## config.mk

```make
export PLATFORM = sky130hd
export DESIGN_NAME = sas_sar_adc_seq
export DESIGN_NICKNAME = d
export VERILOG_FILES = /design/src/core/sas_pkg.sv /design/src/core/sas_sar_adc_seq.sv
export SDC_FILE = /design/constraint.sdc
export NUM_CORES = 1
export LEC_CHECK = 0
export CORE_ASPECT_RATIO = 1.4
export CORE_MARGIN = 4
export CORE_UTILIZATION = 50
export DETAILED_ROUTE_END_ITERATION = 16
export DONT_BUFFER_PORTS = 1
export PLACE_DENSITY_LB_ADDON = 0.25
export SKIP_CTS_REPAIR_TIMING = 1
export SYNTH_ARGS = -nofsm -noshare
export SYNTH_HDL_FRONTEND = slang
export SYNTH_SLANG_ARGS = --single-unit
```

## constraint.sdc

```tcl
create_clock -name hclk -period 3.6 [get_ports hclk]
set_input_delay 0.72 -clock hclk [delete_from_list [all_inputs] [get_ports hclk]]
set_output_delay 0.72 -clock hclk [all_outputs]
set_load 0.05 [all_outputs]
```

## src/core/sas_pkg.sv

```systemverilog
// constants, register map and types for the converter sequencer
package sas_pkg;
  // register byte offsets and decode fields
  localparam logic [7:0] CTRL_OFF = 8'h00;
  localparam logic [7:0] TRIG_OFF = 8'h04;
  localparam logic [2:0] RES_SEL = 3'h1; // results at 8'h20..8'h3c
  localparam int NCH = 8;
  localparam int CH_W = 3;
  localparam int RES_W = 10;
  localparam int CNT_W = 7;
  localparam int GO_BIT = 5;
  localparam int DONE_BIT = 7;
  localparam logic [2:0] HSIZE_WORD = 3'h2;
  localparam logic [7:0] CTRL_RST = 8'h00;
  localparam logic [5:0] TRIG_ONES = 6'h3f;
  localparam logic [RES_W-1:0] RES_RST = 10'h000;
  localparam logic [RES_W-1:0] SAR_TOP = 10'h200;
  localparam logic [31:0] RD_ZERO = 32'h0000_0000;
  // timing in converter states; one state lasts STATE_NS
  localparam int STATE_NS = 8;
  localparam int CLK_NS = 8;
  localparam int TD_SLOW = 6;
  localparam int TD_FAST = 4;
  localparam int SPL_SLOW = 31;
  localparam int SPL_FAST = 15;
  localparam int TOT_SLOW = 131;
  localparam int TOT_FAST = 69;
  localparam int REP_SLOW = 128;
  localparam int REP_FAST = 66;
  localparam int CNV_SLOW = TOT_SLOW - TD_SLOW - SPL_SLOW;
  localparam int CNV_FAST = TOT_FAST - TD_FAST - SPL_FAST;
  localparam int GAP_SLOW = REP_SLOW - SPL_SLOW - CNV_SLOW;
  localparam int GAP_FAST = REP_FAST - SPL_FAST - CNV_FAST;
  // states to clock cycles, least times rounded up
  function automatic int cyc(input int st);
    return (st * STATE_NS + CLK_NS - 1) / CLK_NS;
  endfunction : cyc
  // control and status register layout
  typedef struct packed {
    logic done;
    logic irq_en;
    logic go;
    logic scan;
    logic speed;
    logic [CH_W-1:0] ch;
  } sas_ctrl_t;
  typedef struct packed {
    logic en;
    logic rsv0;
  } sas_trig_t;
  // sequencer states, gray along idle-delay-sample-convert-gap
  typedef enum logic [2:0] {
    ST_IDLE = 3'h0,
    ST_DELAY = 3'h1,
    ST_SAMP = 3'h3,
    ST_CONV = 3'h2,
    ST_GAP = 3'h6
  } sas_state_t;
endpackage : sas_pkg

```

## src/core/sas_sar_adc_seq.sv

```systemverilog
// sar converter sequencer with ahb-lite register slave
//
// Local design decisions: the AHB-Lite interface to the registers and the placing of the registers.
`timescale 1ns/10ps
`default_nettype none
// Overview of operation
// - 10-bit successive approximation, single or scan
// - one write may set go and settings
// - single mode converts selected channel once
// - single result lands in channel's register
// - single completion sets done, irq if enabled
// - go reads 1, self-clears, back to wait
// - scan up to four, from input 0/4
// - scan stores each channel's result in turn
// - pass end sets done, restarts group
// - scan go never self-clears, repeats passes
// - start delay before sampling, speed dependent
// - first conversion 131 or 69 states
// - later scan conversions 128 or 66 states
// - enabled trigger falling edge sets go
// - triggered start behaves like software start
// - mode 0 single, 1 scan; reset 0
// - standby or reset also clears go
// - speed bit selects 131 or 69 states
// - channel field selects input or group span
module sas_sar_adc_seq
  import sas_pkg::*;
(
  input wire logic hclk,
  input wire logic hresetn,
  input wire logic ce,
  input wire logic hsel,
  input wire logic [31:0] haddr,
  input wire logic [1:0] htrans,
  input wire logic hwrite,
  input wire logic [2:0] hsize,
  input wire logic [31:0] hwdata,
  input wire logic hready,
  output logic hreadyout,
  output logic hresp,
  output logic [31:0] hrdata,
  input wire logic ext_trigger_pin_n,
  input wire logic standby,
  input wire logic cmp_hi,
  output logic [CH_W-1:0] an_sel,
  output logic sample_en,
  output logic [RES_W-1:0] dac_code,
  output logic conv_done_irq
);

  ////////////////////////////////////////////////////////////////////////
  // declarations
  sas_ctrl_t conv_ctrl_status_reg;
  sas_trig_t trigger_ctrl_reg;
  sas_state_t st_reg;
  logic [CNT_W-1:0] cnt_reg;
  logic [CH_W-1:0] cur_reg;
  logic [RES_W-1:0] dac_reg;
  logic [RES_W-1:0] res_reg [NCH];
  logic trig_q_reg;
  logic wr_pend_reg;
  logic rd_wait_reg;
  logic [7:0] addr_reg;
  logic [31:0] hrdata_reg;
  sas_ctrl_t wd;
  logic ap_take, wr_ctrl, wr_trig, trig_fall, conv_end, is_last;
  logic go_set, go_clr, done_set, done_clr;
  logic [CH_W-1:0] first_ch;
  logic [RES_W-1:0] sar_final;

  // word decode of a register offset
  function automatic logic hit(input logic [7:0] a, input logic [7:0] off);
    return a[7:2] == off[7:2];
  endfunction : hit

  // one successive approximation decision at bit idx
  function automatic logic [RES_W-1:0] sar_step(
    input logic [RES_W-1:0] d,
    input logic [CNT_W-1:0] idx,
    input logic c
  );
    logic [RES_W-1:0] r;
    r = d;
    if (!c) begin
      r[idx[3:0]] = 1'b0;
    end
    if (idx != '0) begin
      r[idx[3:0] - 4'h1] = 1'b1;
    end
    return r;
  endfunction : sar_step

  // speed dependent reload value of the state counter
  function automatic logic [CNT_W-1:0] ld(
    input logic fast,
    input int s,
    input int f
  );
    return fast ? CNT_W'(cyc(f) - 1) : CNT_W'(cyc(s) - 1);
  endfunction : ld

  // register read multiplexer
  function automatic logic [31:0] rd_mux(input logic [7:0] a);
    if (hit(a, CTRL_OFF)) begin
      return {24'h000000, conv_ctrl_status_reg};
    end else if (hit(a, TRIG_OFF)) begin
      return {24'h000000, trigger_ctrl_reg.en, TRIG_ONES,
              trigger_ctrl_reg.rsv0};
    end else if (a[7:5] == RES_SEL) begin
      return {22'h000000, res_reg[a[4:2]]};
    end
    return RD_ZERO;
  endfunction : rd_mux

  ////////////////////////////////////////////////////////////////////////
  // bus slave
  // address phase taken only on an active transfer with hready high
  assign ap_take = hsel & hready & htrans[1];
  assign wr_ctrl = wr_pend_reg & hit(addr_reg, CTRL_OFF);
  assign wr_trig = wr_pend_reg & hit(addr_reg, TRIG_OFF);
  assign wd = sas_ctrl_t'(hwdata[7:0]);
  assign hreadyout = ~rd_wait_reg; // reads take one wait state
  assign hresp = 1'b0;
  assign hrdata = hrdata_reg;

  // pipeline of address to data phase; reads sample after any write
  always_ff @(posedge hclk or negedge hresetn) begin
    if (!hresetn) begin
      wr_pend_reg <= 1'b0;
      rd_wait_reg <= 1'b0;
      addr_reg <= 8'h00;
      hrdata_reg <= RD_ZERO;
    end else if (ce) begin
      wr_pend_reg <= ap_take & hwrite & (hsize == HSIZE_WORD);
      rd_wait_reg <= ap_take & ~hwrite;
      if (ap_take) begin
        addr_reg <= haddr[7:0];
      end
      if (rd_wait_reg) begin
        hrdata_reg <= rd_mux(addr_reg);
      end
    end
  end

  ////////////////////////////////////////////////////////////////////////
  // control bits
  // trigger pin edge detector, idles high
  always_ff @(posedge hclk or negedge hresetn) begin
    if (!hresetn) begin
      trig_q_reg <= 1'b1;
    end else if (ce) begin
      trig_q_reg <= ext_trigger_pin_n;
    end
  end
  assign trig_fall = trigger_ctrl_reg.en & trig_q_reg
                     & ~ext_trigger_pin_n;

  // a conversion only ends while go stands, so a stop never stores
  assign conv_end = (st_reg == ST_CONV) && (cnt_reg == '0)
                    && conv_ctrl_status_reg.go;
  assign is_last = ~conv_ctrl_status_reg.scan
                   | (cur_reg == conv_ctrl_status_reg.ch);
  assign first_ch = {conv_ctrl_status_reg.ch[2], 2'b00};
  assign sar_final = sar_step(dac_reg, cnt_reg, cmp_hi);

  // go: set by write or trigger, cleared by write, standby, single end
  assign go_set = (wr_ctrl & hwdata[GO_BIT]) | trig_fall;
  assign go_clr = (wr_ctrl & ~hwdata[GO_BIT]) | standby
                  | (conv_end & ~conv_ctrl_status_reg.scan);
  assign done_set = conv_end & is_last;
  assign done_clr = wr_ctrl & ~hwdata[DONE_BIT];

  // control and status register; hardware set beats clear
  always_ff @(posedge hclk or negedge hresetn) begin
    if (!hresetn) begin
      conv_ctrl_status_reg <= sas_ctrl_t'(CTRL_RST);
    end else if (ce) begin
      if (wr_ctrl) begin
        conv_ctrl_status_reg.irq_en <= wd.irq_en;
        conv_ctrl_status_reg.scan <= wd.scan;
        conv_ctrl_status_reg.speed <= wd.speed;
        conv_ctrl_status_reg.ch <= wd.ch;
      end
      conv_ctrl_status_reg.go <= go_set
        | (conv_ctrl_status_reg.go & ~go_clr);
      conv_ctrl_status_reg.done <= done_set
        | (conv_ctrl_status_reg.done & ~done_clr);
    end
  end

  // trigger control register
  always_ff @(posedge hclk or negedge hresetn) begin
    if (!hresetn) begin
      trigger_ctrl_reg <= '0;
    end else if (ce && wr_trig) begin
      trigger_ctrl_reg.en <= hwdata[DONE_BIT];
      trigger_ctrl_reg.rsv0 <= hwdata[0];
    end
  end

  // interrupt level follows flag and enable
  assign conv_done_irq = conv_ctrl_status_reg.done
                         & conv_ctrl_status_reg.irq_en;

  ////////////////////////////////////////////////////////////////////////
  // sequencer
  always_ff @(posedge hclk or negedge hresetn) begin
    if (!hresetn) begin
      st_reg <= ST_IDLE;
      cnt_reg <= '0;
      cur_reg <= '0;
    end else if (ce) begin
      if (!conv_ctrl_status_reg.go) begin
        st_reg <= ST_IDLE;
      end else begin
        unique case (st_reg)
          ST_IDLE: begin
            st_reg <= ST_DELAY;
            cnt_reg <= ld(conv_ctrl_status_reg.speed, TD_SLOW,
                          TD_FAST);
            cur_reg <= conv_ctrl_status_reg.scan ? first_ch
                       : conv_ctrl_status_reg.ch;
          end
          ST_DELAY, ST_GAP: begin
            if (cnt_reg == '0) begin
              st_reg <= ST_SAMP;
              cnt_reg <= ld(conv_ctrl_status_reg.speed, SPL_SLOW,
                            SPL_FAST);
            end else begin
              cnt_reg <= cnt_reg - CNT_W'(1);
            end
          end
          ST_SAMP: begin
            if (cnt_reg == '0) begin
              st_reg <= ST_CONV;
              cnt_reg <= ld(conv_ctrl_status_reg.speed, CNV_SLOW,
                            CNV_FAST);
            end else begin
              cnt_reg <= cnt_reg - CNT_W'(1);
            end
          end
          ST_CONV: begin
            if (cnt_reg != '0) begin
              cnt_reg <= cnt_reg - CNT_W'(1);
            end else if (!conv_ctrl_status_reg.scan) begin
              st_reg <= ST_IDLE;
            end else begin
              st_reg <= ST_GAP;
              cnt_reg <= ld(conv_ctrl_status_reg.speed, GAP_SLOW,
                            GAP_FAST);
              cur_reg <= is_last ? first_ch
                         : cur_reg + CH_W'(1);
            end
          end
          default: begin
            st_reg <= ST_IDLE;
          end
        endcase
      end
    end
  end

  // successive approximation register over the last ten convert states
  always_ff @(posedge hclk or negedge hresetn) begin
    if (!hresetn) begin
      dac_reg <= RES_RST;
    end else if (ce && st_reg == ST_CONV) begin
      if (cnt_reg == CNT_W'(RES_W)) begin
        dac_reg <= SAR_TOP;
      end else if (cnt_reg < CNT_W'(RES_W)) begin
        dac_reg <= sar_final;
      end
    end
  end

  assign an_sel = cur_reg;
  assign sample_en = (st_reg == ST_SAMP);
  assign dac_code = dac_reg;

  // per channel result registers
  for (genvar g = 0; g < NCH; g++) begin : g_res
    always_ff @(posedge hclk or negedge hresetn) begin
      if (!hresetn) begin
        res_reg[g] <= RES_RST;
      end else if (ce && conv_end && cur_reg == CH_W'(g)) begin
        res_reg[g] <= sar_final;
      end
    end
  end

  ////////////////////////////////////////////////////////////////////////
  // checks
  logic [7:0] meas_reg;
  logic first_reg;
  // cycles since start or since the previous conversion end
  always_ff @(posedge hclk or negedge hresetn) begin
    if (!hresetn) begin
      meas_reg <= 8'h00;
      first_reg <= 1'b0;
    end else if (ce) begin
      if (st_reg == ST_IDLE || conv_end) begin
        meas_reg <= 8'h00;
      end else begin
        meas_reg <= meas_reg + 8'h01;
      end
      if (st_reg == ST_IDLE) begin
        first_reg <= 1'b1;
      end else if (conv_end) begin
        first_reg <= 1'b0;
      end
    end
  end
endmodule : sas_sar_adc_seq
`default_nettype wire

```

==> flow_summary.json <==
{
  "crit_fanout": 14,
  "sw_frac_of_total_pct": 34.1,
  "die-area_um2": 16000,
  "netlist_area_um2": 7000,
  "synth_flop_cell": "dfrtp_1",
  "drv_cap": 0,
  "crit_type": "reg2reg",
  "use_met3_pct": 6.38,
  "grt_pass1_wl_um": 28800,
  "grt_use_total_pct": 23.5,
  "slew_violations": 0,
  "slowest_delay_ns": 0.65,
  "ir_drop_uv": 325,
  "cts-buffers-inserted": 17,
  "period_minus_slack_ns": 2.99,
  "cts_tree": "built",
  "hold_viol": 0,
  "diodes": 0,
  "clkPwrFrac_pct": 40.0,
  "hp-class": "in2async",
  "slowest_stage": "or4b_1",
  "slew_headroom_pct": 29.8,
  "outcome": "finished clean",
  "via_count": 5261,
  "wl_per_cell_um": 21.6,
  "setup-tns-final_ns": 0,
  "core-area_um2": 13600,
  "yosysUniqueCellTypes": 70,
  "drtIter0Drc": 378,
  "worstSetupEndpointType": "register",
  "combPwrFrac_pct": 19.1,
  "start_kind": "register",
  "dpl.hpwl_um": 12700,
  "ys_seq_area_share_pct": 47.2,
  "clock-root-buffer": "clkbuf_16",
  "fin_skew_ns": 0.00642,
  "clock-sinks": 132,
  "drc": 0,
  "timing.critical_path.from": "cnt_reg[0]$_DFFE_PN0P_",
  "routed_wl_um": 18100,
  "boundaryPins": 127,
  "utilization_pct": 57.0,
  "powerDensity_nw_per_um2": 601,
  "seq_area_um2": 3300,
  "core.rowCount": 50,
  "path_cells": "inv_1 -> ha_1 -> or4b_1 -> nor4_4 -> buf_4 -> nand3_1 -> mux2_2",
  "area_delta_synth_final_pct": 10.6,
  "grt_max_degree": 133,
  "htree_levels": 4,
  "drtAntennaViolNets": 0,
  "rsz0062_at_grt": "false",
  "grt_antenna_before_repair": 0,
  "fin_crit_sh_pct": 83.0,
  "syn_avg_cell_area_um2": 10.8,
  "max_freq_ghz": 0.334,
  "worst_pin_slew_ns": 1.05,
  "r2r-start": "cnt_reg[0]$_DFFE_PN0P_",
  "cp.arrival_ns": 3.29,
  "p_leak_uw": 0.00341,
  "clk_latency_ns": 0.42,
  "postSynth.asyncResetShare_pct": 100,
  "die_width_um": 108,
  "drive_gt1_share_pct": 18.7,
  "first_pass_iters": 5,
  "largest_reg_flops": 80,
  "place.gp.congestion": 0.856,
  "cp.required_ns": 3.90,
  "gr-total-overflow": 0,
  "p_int_uw": 3070,
  "setup_violations": 0,
  "multi_input_area_um2": 3370,
  "post_synth_inst_count": 649,
  "start_util_pct": 51.5,
  "switchingPower_uw": 1590,
  "fillerInstances": 1188,
  "grt_pass1_vias": 5294,
  "grt_use_met2_pct": 39.4,
  "synth_edf_count": 0,
  "nets": 735,
  "p_seq_share_pct": 40.9,
  "numPortBuffers": 0,
  "ys_ff_latch": 132,
  "die_y_um": 148,
  "routed_via_density": 6.27,
  "cts.path.max_buffers": 2,
  "use_met1_pct": 28.5,
  "clk_pin_slew_worst_paths_ns": 0.06,
  "ys_warn_count": 0,
  "top_usage_layer": "met2"
}
==> through the flow <==
| stage | setup WS [ns] | std cells | cell area (um2) | hold slack [ns] | total power, uW |
|---|---|---|---|---|---|
| after global placement | 0.704 | 807 | 7100 | 0.431 | 2780 |
| after detailed placement | 0.675 | 807 | 7100 | 0.430 | 2800 |
| after global routing | 0.511 | 839 | 7740 | -0.0238 | 4840 |
| after floorplan | 0.938 | 671 | 7080 | 0.424 | 2520 |
| final | 0.610 | 839 | 7740 | 0.000683 | 4650 |
| after CTS | 0.665 | 839 | 7740 | -0.0152 | 4660 |
==> Yosys cell counts (3+ instances only) <==
cell type  count  area share (%)
a22o_1         5            0.63
buf_2          4            0.29
mux2_2        38             6.1
a211oi_1       3            0.32
o211ai_1       3            0.32
o21ai_0      136             9.7
buf_1          5            0.27
nor2b_1        7            0.63
o31a_1         3            0.38
mux2i_1       10             1.4
o21a_1         4            0.43
o32ai_1        5            0.63
o31ai_1        6            0.64
nor2_1        18            0.97
a21oi_1        8            0.57
xor2_1         3            0.38
o41ai_1        3            0.38
mux4_2        20             6.4
o22ai_1        4            0.36
o21ai_1        5            0.36
nor4_1         3            0.27
o221ai_1       7            0.88
nand2_1       38             2.0
nand2b_1       7            0.63
o2111ai_1      3            0.38
nand4_1        4            0.36
clkbuf_1      26             1.4
dfrtp_1      131              47
nor3_1         6            0.43
inv_1         23             1.2
ha_1          13             2.3
nand3_1       13            0.93
a31oi_1        7            0.63
or2_2          4            0.36
mux2_4         5             1.1
buf_4         23             2.5
==> critical path: cells and delay by family (launching register included) <==
kind          cells  cell delay (ns)
mux               1             0.37
flops             1             0.51
buf+inv           2             0.51
fa+ha+maj         1             0.20
simple gates      3             1.27
==> cells by family after synthesis <==
kind of cell	share of synthesized area [%]
AOI/OAI and AO/OA	18.8
xor gates and xnor gates	0.501
adders and majority gates	2.33
buffers and inverters	5.81
DFF	47.2
muxes	15.2
other	0.0536
and+or+nand+nor	10.1
==> placed cells by master, fill, tap and decap left out, types with 10 or more instances in the layout <==
master / count
o21ai_0: 136
dfrtp_1: 131
nand2_1: 38
mux2_2: 38
inv_1: 23
conb_1: 23
mux4_2: 20
nor2_1: 18
clkbuf_16: 17
nand3_1: 13
ha_1: 13
buf_4: 12
mux2i_1: 10
==> power groups by stage <==
stage	sequential [uW]	clock, uW	combinational, uW
4_1_cts	1900	1880	880
3_5_place_dp	1920	0	871
5_1_grt	1920	1950	965
3_3_place_gp	1920	0	855
2_1_floorplan	1800	0	728
6_report	1900	1860	891
==> layout make-up <==
| class | count | share of cell area, % |
|---|---|---|
| Multi-Input combinational cell | 457 | 43.5 |
| Sequential cell | 132 | 42.7 |
| Clock buffer | 20 | 6.03 |
| Tap cell | 182 | 2.94 |
| Clock inverter | 12 | 2.28 |
| Timing Repair Buffer | 13 | 1.42 |
| Inverter | 23 | 1.12 |
==> path summary, 6_finish.rpt <==
check / to / slack [ns] / cells after the start
setup / recovery: res_reg[59]$_DFFE_PN0P_ / 0.61 / 7
hold / removal: res_reg[74]$_DFFE_PN0P_ / 0.0007 / 0
setup reg to reg: res_reg[59]$_DFFE_PN0P_ / 0.61 / 7
hold reg to reg: res_reg[18]$_DFFE_PN0P_ / 0.50 / 1
max in group asynchronous: trig_q_reg$_DFFE_PN1P_ / 3.33 / 0
min in group hclk: rd_wait_reg$_DFFE_PN0P_ / 0.40 / 1
==> routing by layer <==
metal | vias up | wire length, um | share of wire [%]
met5 | - | 0 | 0
li1 | 2365 | - | -
met2 | 189 | 9540 | 53
met4 | 0 | 498 | 2.7
met1 | 2672 | 7090 | 39
met3 | 35 | 1010 | 5.6
Power figures use the tool's default switching activity.
